<file path="src/design/dpa_params.svh">
`ifndef DPA_PARAMS_SVH
`define DPA_PARAMS_SVH

// Register indices; the byte address is four times the index
`define DPA_IDX_ANALOG_PORT_LATCH 12'h006
`define DPA_IDX_SEGMENT_PORT_LATCH 12'h007
`define DPA_IDX_ANALOG_PORT_DIRECTION 12'h014
`define DPA_IDX_ANALOG_PORT_INPUT_SELECT 12'h015
`define DPA_IDX_SEGMENT_PORT_PIN_READBACK 12'h024
`define DPA_IDX_SEGMENT_PORT_FUNCTION_SELECT 12'hfaf

// Reset values
`define DPA_RST_ANALOG_PORT_LATCH 8'h00
`define DPA_RST_SEGMENT_PORT_LATCH 8'hff
`define DPA_RST_ANALOG_PORT_DIRECTION 8'h00
`define DPA_RST_ANALOG_PORT_INPUT_SELECT 8'hff
`define DPA_RST_SEGMENT_PORT_FUNCTION_SELECT 8'h00
`define DPA_RST_SEGMENT_PORT_PIN_READBACK 8'h00

// Bus encodings
`define DPA_HTRANS_NONSEQ 2'h2
`define DPA_HRESP_OKAY 1'h0

`endif

</file>
<file path="src/design/dpa_pkg.sv">
package dpa_pkg;

  typedef logic [7:0] dpa_byte_type;

  typedef enum logic [2:0] {
    DPA_SEL_NONE = 3'b000,
    DPA_SEL_ANA_LATCH = 3'b001,
    DPA_SEL_SEG_LATCH = 3'b010,
    DPA_SEL_ANA_DIR = 3'b011,
    DPA_SEL_ANA_INSEL = 3'b100,
    DPA_SEL_SEG_READBACK = 3'b101,
    DPA_SEL_SEG_FUNC = 3'b110
  } dpa_reg_sel_type;

endpackage

</file>
<file path="src/design/dpa_port_io.sv">
// Functional notes
// - Select 1: LCD driver owns pin
// - Reset: segment latch ones, select zeros
// - Segment latch and readback separate addresses
// - Latch reads latch; readback reads pins
// - Readback of segment pins undefined
// - Direction bit: 0 input, 1 output
// - Input select: 0 analog, 1 digital input
// - Reset: latch, direction zero; select ones
// - Input-mode read returns pin level
// - Read: 0, pin, or latch per mode
`include "dpa_params.svh"

module dpa_port_io (
  input wire logic clock,
  input wire logic resetn,
  input wire logic hsel,
  input wire logic [31:0] haddr,
  input wire logic [1:0] htrans,
  input wire logic hwrite,
  input wire logic [2:0] hsize,
  input wire logic [31:0] hwdata,
  input wire logic hready,
  output logic hreadyout,
  output logic hresp,
  output logic [31:0] hrdata,
  input wire logic [7:0] analogPinIn,
  output logic [7:0] analogPinOut,
  output logic [7:0] analogPinOe,
  output logic [7:0] analogDigitalIn,
  output logic [7:0] analogChannelEnable,
  input wire logic [7:0] segmentPinIn,
  output logic [7:0] segmentPinOut,
  output logic [7:0] segmentPinOe,
  input wire logic [7:0] lcdSegmentDrive
);

  dpa_pkg::dpa_byte_type anaLatch_reg;
  dpa_pkg::dpa_byte_type anaLatch_next;
  dpa_pkg::dpa_byte_type anaDir_reg;
  dpa_pkg::dpa_byte_type anaDir_next;
  dpa_pkg::dpa_byte_type anaInSel_reg;
  dpa_pkg::dpa_byte_type anaInSel_next;
  dpa_pkg::dpa_byte_type segLatch_reg;
  dpa_pkg::dpa_byte_type segLatch_next;
  dpa_pkg::dpa_byte_type segFunc_reg;
  dpa_pkg::dpa_byte_type segFunc_next;

  // Pin synchronisers
  dpa_pkg::dpa_byte_type anaMeta_reg;
  dpa_pkg::dpa_byte_type anaSync_reg;
  dpa_pkg::dpa_byte_type segMeta_reg;
  dpa_pkg::dpa_byte_type segSync_reg;

  // Data phase bookkeeping
  logic wrPending_reg;
  dpa_pkg::dpa_reg_sel_type wrSel_reg;

  logic addrPhase;
  logic [11:0] regIndex;
  logic addrInRange;
  dpa_pkg::dpa_reg_sel_type addrSel;
  dpa_pkg::dpa_byte_type wrByte;
  logic wrAnaLatch;
  logic wrSegLatch;
  logic wrAnaDir;
  logic wrAnaInSel;
  logic wrSegFunc;
  dpa_pkg::dpa_byte_type anaReadValue;
  dpa_pkg::dpa_byte_type readByte;
  dpa_pkg::dpa_byte_type anaPinOut_next;
  dpa_pkg::dpa_byte_type anaPinOe_next;
  dpa_pkg::dpa_byte_type segPinOut_next;
  dpa_pkg::dpa_byte_type segPinOe_next;

  // Address decode
  assign addrPhase = hsel && hready && (htrans == `DPA_HTRANS_NONSEQ || htrans == 2'h3);
  assign regIndex = haddr[13:2];
  assign addrInRange = (haddr[31:14] == 18'h00000) && (haddr[1:0] == 2'h0);

  assign addrSel =
    !addrInRange ? dpa_pkg::DPA_SEL_NONE :
    (regIndex == `DPA_IDX_ANALOG_PORT_LATCH) ? dpa_pkg::DPA_SEL_ANA_LATCH :
    (regIndex == `DPA_IDX_SEGMENT_PORT_LATCH) ? dpa_pkg::DPA_SEL_SEG_LATCH :
    (regIndex == `DPA_IDX_ANALOG_PORT_DIRECTION) ? dpa_pkg::DPA_SEL_ANA_DIR :
    (regIndex == `DPA_IDX_ANALOG_PORT_INPUT_SELECT) ? dpa_pkg::DPA_SEL_ANA_INSEL :
    (regIndex == `DPA_IDX_SEGMENT_PORT_PIN_READBACK) ? dpa_pkg::DPA_SEL_SEG_READBACK :
    (regIndex == `DPA_IDX_SEGMENT_PORT_FUNCTION_SELECT) ? dpa_pkg::DPA_SEL_SEG_FUNC :
    dpa_pkg::DPA_SEL_NONE;

  // Write strobes in the data phase; the readback register ignores writes
  assign wrByte = hwdata[7:0];
  assign wrAnaLatch = wrPending_reg && (wrSel_reg == dpa_pkg::DPA_SEL_ANA_LATCH);
  assign wrSegLatch = wrPending_reg && (wrSel_reg == dpa_pkg::DPA_SEL_SEG_LATCH);
  assign wrAnaDir = wrPending_reg && (wrSel_reg == dpa_pkg::DPA_SEL_ANA_DIR);
  assign wrAnaInSel = wrPending_reg && (wrSel_reg == dpa_pkg::DPA_SEL_ANA_INSEL);
  assign wrSegFunc = wrPending_reg && (wrSel_reg == dpa_pkg::DPA_SEL_SEG_FUNC);

  assign anaLatch_next = wrAnaLatch ? wrByte : anaLatch_reg;
  assign segLatch_next = wrSegLatch ? wrByte : segLatch_reg;
  assign anaDir_next = wrAnaDir ? wrByte : anaDir_reg;
  assign anaInSel_next = wrAnaInSel ? wrByte : anaInSel_reg;
  assign segFunc_next = wrSegFunc ? wrByte : segFunc_reg;

  // Per bit: latch in output mode, pin if digital input on, else zero
  assign anaReadValue = (anaDir_next & anaLatch_next) |
    (~anaDir_next & anaInSel_next & anaSync_reg);

  // Read mux uses next values so a read right behind a write sees it
  assign readByte =
    (addrSel == dpa_pkg::DPA_SEL_ANA_LATCH) ? anaReadValue :
    (addrSel == dpa_pkg::DPA_SEL_SEG_LATCH) ? segLatch_next :
    (addrSel == dpa_pkg::DPA_SEL_ANA_DIR) ? anaDir_next :
    (addrSel == dpa_pkg::DPA_SEL_ANA_INSEL) ? anaInSel_next :
    (addrSel == dpa_pkg::DPA_SEL_SEG_READBACK) ? segSync_reg :
    (addrSel == dpa_pkg::DPA_SEL_SEG_FUNC) ? segFunc_next :
    8'h00;

  // Segment pins show raw levels even in segment mode; software must not trust them

  // Pin drive
  assign anaPinOut_next = anaLatch_next;
  assign anaPinOe_next = anaDir_next;
  assign segPinOut_next = segFunc_next & lcdSegmentDrive;
  assign segPinOe_next = segFunc_next | ~segLatch_next;

  always_ff @(posedge clock) begin
    if (!resetn) begin
      anaLatch_reg <= `DPA_RST_ANALOG_PORT_LATCH;
      anaDir_reg <= `DPA_RST_ANALOG_PORT_DIRECTION;
      anaInSel_reg <= `DPA_RST_ANALOG_PORT_INPUT_SELECT;
      segLatch_reg <= `DPA_RST_SEGMENT_PORT_LATCH;
      segFunc_reg <= `DPA_RST_SEGMENT_PORT_FUNCTION_SELECT;
    end else begin
      anaLatch_reg <= anaLatch_next;
      anaDir_reg <= anaDir_next;
      anaInSel_reg <= anaInSel_next;
      segLatch_reg <= segLatch_next;
      segFunc_reg <= segFunc_next;
    end
  end

  always_ff @(posedge clock) begin
    if (!resetn) begin
      anaMeta_reg <= 8'h00;
      anaSync_reg <= 8'h00;
      segMeta_reg <= 8'h00;
      segSync_reg <= `DPA_RST_SEGMENT_PORT_PIN_READBACK;
    end else begin
      anaMeta_reg <= analogPinIn;
      anaSync_reg <= anaMeta_reg;
      segMeta_reg <= segmentPinIn;
      segSync_reg <= segMeta_reg;
    end
  end

  // Zero-wait slave: every transfer completes in its first data cycle
  always_ff @(posedge clock) begin
    if (!resetn) begin
      wrPending_reg <= 1'b0;
      wrSel_reg <= dpa_pkg::DPA_SEL_NONE;
      hrdata <= 32'h00000000;
      hreadyout <= 1'b1;
      hresp <= `DPA_HRESP_OKAY;
    end else begin
      wrPending_reg <= addrPhase && hwrite;
      wrSel_reg <= addrSel;
      hrdata <= (addrPhase && !hwrite) ? {24'h000000, readByte} : 32'h00000000;
      hreadyout <= 1'b1;
      hresp <= `DPA_HRESP_OKAY;
    end
  end

  // Digital input path gated off for analog pins to save the input buffer
  always_ff @(posedge clock) begin
    if (!resetn) begin
      analogPinOut <= 8'h00;
      analogPinOe <= 8'h00;
      analogDigitalIn <= 8'h00;
      analogChannelEnable <= 8'h00;
      segmentPinOut <= 8'h00;
      segmentPinOe <= 8'h00;
    end else begin
      analogPinOut <= anaPinOut_next;
      analogPinOe <= anaPinOe_next;
      analogDigitalIn <= anaSync_reg & anaInSel_reg;
      analogChannelEnable <= ~anaInSel_reg & ~anaDir_reg;
      segmentPinOut <= segPinOut_next;
      segmentPinOe <= segPinOe_next;
    end
  end
endmodule

</file>
<file path="config.mk">
export PLATFORM = sky130hd
export DESIGN_NAME = dpa_port_io
export DESIGN_NICKNAME = d
export VERILOG_FILES = /design/src/design/dpa_pkg.sv /design/src/design/dpa_port_io.sv
export VERILOG_INCLUDE_DIRS = /design/src /design/src/design
export SDC_FILE = /design/constraint.sdc
export NUM_CORES = 1
export LEC_CHECK = 0
export ABC_AREA = 1
export BUFFER_PORTS_ARGS = -buffer_cell sky130_fd_sc_hd__buf_4
export CAP_MARGIN = 20
export CORE_UTILIZATION = 25
export DETAILED_ROUTE_END_ITERATION = 8
export GPL_TIMING_DRIVEN = 0
export PLACE_DENSITY_LB_ADDON = 0.08
export SYNTH_ARGS = -nofsm -noshare
export SYNTH_HDL_FRONTEND = slang
export SYNTH_SLANG_ARGS = --single-unit
</file>
<file path="constraint.sdc">
create_clock -name clock -period 3.85 [get_ports clock]
set_clock_uncertainty 0.15 [all_clocks]
set_input_delay 0.1925 -clock clock [delete_from_list [all_inputs] [get_ports clock]]
set_output_delay 0.1925 -clock clock [all_outputs]
set_load 0.01 [all_outputs]
</file>
# After elaboration in Yosys (flattened, before gate mapping)
# Index checks and enable logic that the tools add are counted.
dict set report totals {
  reg_bits 140
  out_inout_bits 82
  elab_cells 81
}
dict set report classes {
  eq_ne 19
  n_mux 18
  n_bitwise 12
  reduce_logical 15
}
# cell count
set op_table {}
lappend op_table {{$mux 8} 11}
lappend op_table {{$and 8x8->8} 6}
lappend op_table {{$not 8->8} 4}
lappend op_table {{$eq 12x3->1 const B} 2}
lappend op_table {{$eq 12x5->1 const B} 2}
lappend op_table {{$mux 3} 7}
lappend op_table {{$logic_not 18->1} 1}
lappend op_table {{$or 8x8->8} 2}
lappend op_table {{$eq 3x3->1 const B} 5}
lappend op_table {{$eq 12x12->1 const B} 1}
lappend op_table {{$eq 12x6->1 const B} 1}
lappend op_table {{$eq 3x2->1 const B} 4}
lappend op_table {{$logic_and 1x1->1} 10}
lappend op_table {{$eq 3x1->1 const B} 2}
lappend op_table {{$eq 2x2->1 const B} 2}
lappend op_table {{$logic_not 2->1} 1}
lappend op_table {{$reduce_and 2->1} 1}
lappend op_table {{$logic_not 1->1} 1}
lappend op_table {{$logic_or 1x1->1} 1}

# Depth between registers and ports, before layout
dict set report depth {
  ltp_word 15
  depth_mapped 15
}

# Worst setup path after synthesis
# No wires, ideal clock.
dict set report synth_timing {
  path_type {flip-flop to flip-flop}
  from {reg wrSel_reg[1]}
  to {reg hrdata[0]}
  setup_ps 109
  t_arrival_ps 1399
  setup_slack_ps 2192
  path_stages_with_launch 11
  cell_sequence {dfxtp_1 > inv_1 > nor2_1 > nand2_1 > clkbuf_1 > o21ai_0 > inv_1 > a21oi_1 > nand3_1 > nand2_1 > inv_1}
}
dict set report synth_between {
  elab_chain_cells 9
  elab_cells_between_ends 26
  cone_classes {eq/ne (5); mux (11); bitwise (5); reduce/logical (5)}
}
# item line_no
set synth_rtl {}
lappend synth_rtl {{start, declared} dpa_port_io.sv:57} ;# dpa_pkg::dpa_reg_sel_type wrSel_reg;
lappend synth_rtl {{start signal, assigned} dpa_port_io.sv:161} ;# wrSel_reg <= dpa_pkg::DPA_SEL_NONE;
lappend synth_rtl {{start signal, assigned} dpa_port_io.sv:167} ;# wrSel_reg <= addrSel;
lappend synth_rtl {{$eq 3x3->1} dpa_port_io.sv:97} ;# assign wrSegFunc = wrPending_reg && (wrSel_reg == dpa_pkg::DPA_SEL_SEG_FUNC);
lappend synth_rtl {{$logic_and 1x1->1} dpa_port_io.sv:97}
lappend synth_rtl {{$mux 8} dpa_port_io.sv:103} ;# assign segFunc_next = wrSegFunc ? wrByte : segFunc_reg;
lappend synth_rtl {{$mux 8} dpa_port_io.sv:116} ;# (addrSel == dpa_pkg::DPA_SEL_SEG_FUNC) ? segFunc_next :
lappend synth_rtl {{$mux 8} dpa_port_io.sv:115} ;# (addrSel == dpa_pkg::DPA_SEL_SEG_READBACK) ? segSync_reg :
lappend synth_rtl {{$mux 8} dpa_port_io.sv:114} ;# (addrSel == dpa_pkg::DPA_SEL_ANA_INSEL) ? anaInSel_next :
lappend synth_rtl {{$mux 8} dpa_port_io.sv:113} ;# (addrSel == dpa_pkg::DPA_SEL_ANA_DIR) ? anaDir_next :
lappend synth_rtl {{$mux 8} dpa_port_io.sv:112} ;# (addrSel == dpa_pkg::DPA_SEL_SEG_LATCH) ? segLatch_next :
lappend synth_rtl {{$mux 8 *} dpa_port_io.sv:111} ;# (addrSel == dpa_pkg::DPA_SEL_ANA_LATCH) ? anaReadValue :
lappend synth_rtl {{end signal, assigned} dpa_port_io.sv:168} ;# hrdata <= (addrPhase && !hwrite) ? {24'h000000, readByte} : 32'h00000000;
lappend synth_rtl {{end, declared} dpa_port_io.sv:26} ;# output logic [31:0] hrdata,
# Every way passes the cells marked *; elsewhere a longest branch is shown, timed or not.
# A chain may end at the register's enable or synchronous reset.

# Worst setup path in the final report
dict set report layout_timing {
  from {reg wrPending_reg}
  to {reg hrdata[7]}
}
dict set report layout_between {
  elab_chain_cells 8
  elab_cells_between_ends 21
  cone_classes {mux (11); bitwise (5); reduce/logical (5)}
}
# item line_no
set layout_rtl {}
lappend layout_rtl {{start, declared} dpa_port_io.sv:56} ;# logic wrPending_reg;
lappend layout_rtl {{start signal, assigned} dpa_port_io.sv:166} ;# wrPending_reg <= addrPhase && hwrite;
lappend layout_rtl {{$logic_and 1x1->1} dpa_port_io.sv:97}
lappend layout_rtl {{$mux 8} dpa_port_io.sv:103}
lappend layout_rtl {{$mux 8} dpa_port_io.sv:116}
lappend layout_rtl {{$mux 8} dpa_port_io.sv:115}
lappend layout_rtl {{$mux 8} dpa_port_io.sv:114}
lappend layout_rtl {{$mux 8} dpa_port_io.sv:113}
lappend layout_rtl {{$mux 8} dpa_port_io.sv:112}
lappend layout_rtl {{$mux 8 *} dpa_port_io.sv:111}
# Marks and branches as above.

==> run_results.csv <==
group,metric,value,unit
placed_design,portBuffers,125,
yosys,synth_most_common_cell,"dfxtp_1",
yosys,synth_compound_area_share,7.11,%
grt,grt_overflow,0,
worst_setup_path,path_class,"reg2reg",
yosys,synth_top_area_share,48.7,%
clock_tree,clk_pin_slew_worst_paths,60,ps
sta,layout_worst_path_cycle_share,56.1,%
clock_tree,cts_tree,"built",
placed_design,pre_cts_ws,1660,ps
yosys,ys.warnings.count,0,
routing,postRouteAntennaNets,0,
yosys,synth.avg_cell_area,7.68,um2
sta,finalWorstSetupSlack,1690,ps
worst_setup_path,end_kind,"register",
routing,drc,0,
yosys,synth-edff-count,0,
sta,setup_viol,0,
worst_setup_path,r2r_slack,1690,ps
sta,rsz0062_at_grt,"false",
sta,slew_violations,0,
die,start_util,25.5,%
hold_path,min_to,"segMeta_reg[7]$_SDFF_PN0_",
run,max_cap_violations,0,
yosys,ys.flop_type,"dfxtp_1",
grt,grt_pass1_vias,4220,
layout,drive_gt1_share,26.0,%
hold_path,holdCritStartpoint,"resetn",
clock_tree,insertion_delay,420,ps
clock_tree,cts.sinks,116,
yosys,synthArstFlopShare,0,%
routing,vias,4236,
routing,routed_wl,13500,um
yosys,synth_adder_area_share,0,%
clock_tree,cts-resized-gates,0,
die,rows,50,
die,die_area,0.0196,mm2
yosys,synth_mux_area_share,4.41,%
hold_path,holdPathStages,4,
worst_setup_path,rr_startpoint,"wrPending_reg$_SDFF_PN0_",
run_status,outcome,"finished, final reports clean",
worst_setup_path,worstPathArrival,2360,ps
clock_tree,h-tree-depth,4,
sta,max_slew_margin,53.8,%
power_and_ir_drop,total_leakage_power,3.69,nW
yosys,synthTopCellsByCount,"dfxtp_1 (116), nand2_1 (109), inv_1 (96), nor2_1 (78), o21ai_0 (31)",
routing,firstDrtPassIters,4,
routing,avgRoutedWirePerCell,12.6,um
die,die_w,140,um
sta,tns,0,ps
clock_tree,clockBufferDepth,2,
yosys,synth_cell_types,29,
die,io_pins,180,
yosys,synth_seq_cells,116,
worst_setup_path,worst-path-max-fanout,9,
power_and_ir_drop,finalPower,2.98,mW
yosys,yosysSeqAreaShare,48.7,%
yosys,synth_top_family_by_area,"simple AND/OR/NAND/NOR gates",
clock_tree,post_cts.repair.setup_buffers,0,
layout,diodes,0,
yosys,ys_top_cells_by_area,"dfxtp_1 (49%), nand2_1 (8.6%), inv_1 (7.6%)",
clock_tree,cts_hold_buf,34,
clock_tree,root_buffer,"clkbuf_16",
layout,nets,921,
die,core-area,0.0187,mm2
clock_tree,cts_buffers,17,
grt,antenna_found_initial,0,
yosys,syn_inst,621,
worst_setup_path,start_kind,"register",
routing,vias_per_cell,3.96,
layout,area_growth,47.3,%
sta,hold_viol_final,0,
sta,finalCriticalPeriod,2160,ps
worst_setup_path,cp.required,4050,ps
placed_design,gp_congestion,0.867,
yosys,synthXorXnorAreaFrac,0,%
grt,grt_max_degree,17,
yosys,syn_area,0.00477,mm2
hold_path,hold_class,"in2reg",
routing,drtIter0Drc,203,
placed_design,post-dp-hpwl,10700,um
power_and_ir_drop,power_density,425,mW/mm2
grt,grt.total_usage,14.4,%
yosys,yosysTopAreaCell,"dfxtp_1",
worst_setup_path,r2r_cells,7,
yosys,synthSimpleGateAreaFrac,25.7,%
sta,fmax,463,MHz
worst_setup_path,r2r-end,"hrdata[7]$_SDFF_PN0_",
power_and_ir_drop,ir_drop,0.266,mV
worst_setup_path,startpoint,"wrPending_reg$_SDFF_PN0_",
die,die_h,140,um
sta,worst_pin_slew,690,ps
grt,grt_pass1_wl,21500,um
-- critical path: stages (launching register included) --
cell and delay, ps:
dfxtp_1 330, inv_1 50, nor2_2 140, nand3_2 330, o21ai_0 520, nor3b_1 300
o21ai_1 120, a21oi_2 140
-- stage by stage --
step	instance area [um2]	std cells	utilization, %	hold WS, ps
6_report	7020	1070	37.6	138
3_3_place_gp	6090	1004	32.6	233
2_1_floorplan	4860	645	-	140
4_1_cts	7020	1070	37.6	121
3_5_place_dp	6090	1004	32.6	231
5_1_grt	7020	1070	37.6	151
-- how the worst max path moves through the flow --
stage | to | slack, ps | cells past startpoint
after floorplan | hrdata[0]$_SDFF_PN0_ | 2190 | 10
after global placement | hrdata[0]$_SDFF_PN0_ | 1690 | 9
after detailed placement | hrdata[4]$_SDFF_PN0_ | 1660 | 9
after CTS | hrdata[4]$_SDFF_PN0_ | 1640 | 9
after global routing | hrdata[4]$_SDFF_PN0_ | 1420 | 10
final | hrdata[7]$_SDFF_PN0_ | 1690 | 7
-- routing by layer --
metal  global-route usage, %  routed length [um]  vias to the layer above
li1                        -                   -                     2276
met1                    18.1                6330                     1827
met2                    23.6                6160                      118
met3                    4.00                 793                       15
met4                    5.21                 195                        0
met5                       0                   0                        -
-- layout by cell type, fill, tap and decap left out --
master and instances:
clkinv_1 3, a21oi_2 1, nand3_1 28, mux2i_1 21, clkinvlp_4 1, nand2_4 1, inv_1 96, bufinv_16 2
nor2_1 78, buf_6 2, inv_6 7, nor2_2 5, dfxtp_1 116, or2_2 7, nand3_4 1, nand2_2 5
nand2_1 109, o21ai_1 11, nor3_4 1, buf_2 1, a21oi_1 24, clkbuf_1 12, inv_2 2, clkbuf_16 17
o21ai_0 31, nor3b_1 8, clkinv_4 4, nor3_1 19, buf_4 153, conb_1 26, nand4_1 2, dlygate4sd3_1 34
nand3_2 4, buf_1 1, nor2_4 2, clkinv_2 1
-- power breakdown --
group	switching [mW]	leakage, nW	internal, mW
logic	0.0866	2.46	0.104
registers	0.00557	0.942	1.22
clock network	0.601	0.290	0.967
-- logic make-up (layout without fill, tap and decap cells) --
| kind of cell | after synthesis | after routing |
|---|---|---|
| flip-flops | 116 | 116 |
| multiplexers | 21 | 21 |
| AND/OR/NAND/NOR | 270 | 270 |
| buffers and inverters | 145 | 336 |
| AO/OA/AOI/OAI | 67 | 67 |
| other | 2 | 26 |
-- cell type report --
cell class,count,area (um2)
Fill cell,1969,11700
Inverter,101,379
Clock buffer,17,425
Sequential cell,116,2320
Clock inverter,15,169
Timing Repair Buffer,159,1280
Tap cell,234,293
Buffer,44,287
Multi-Input combinational cell,384,1870
(Power assumes the default switching activity.)
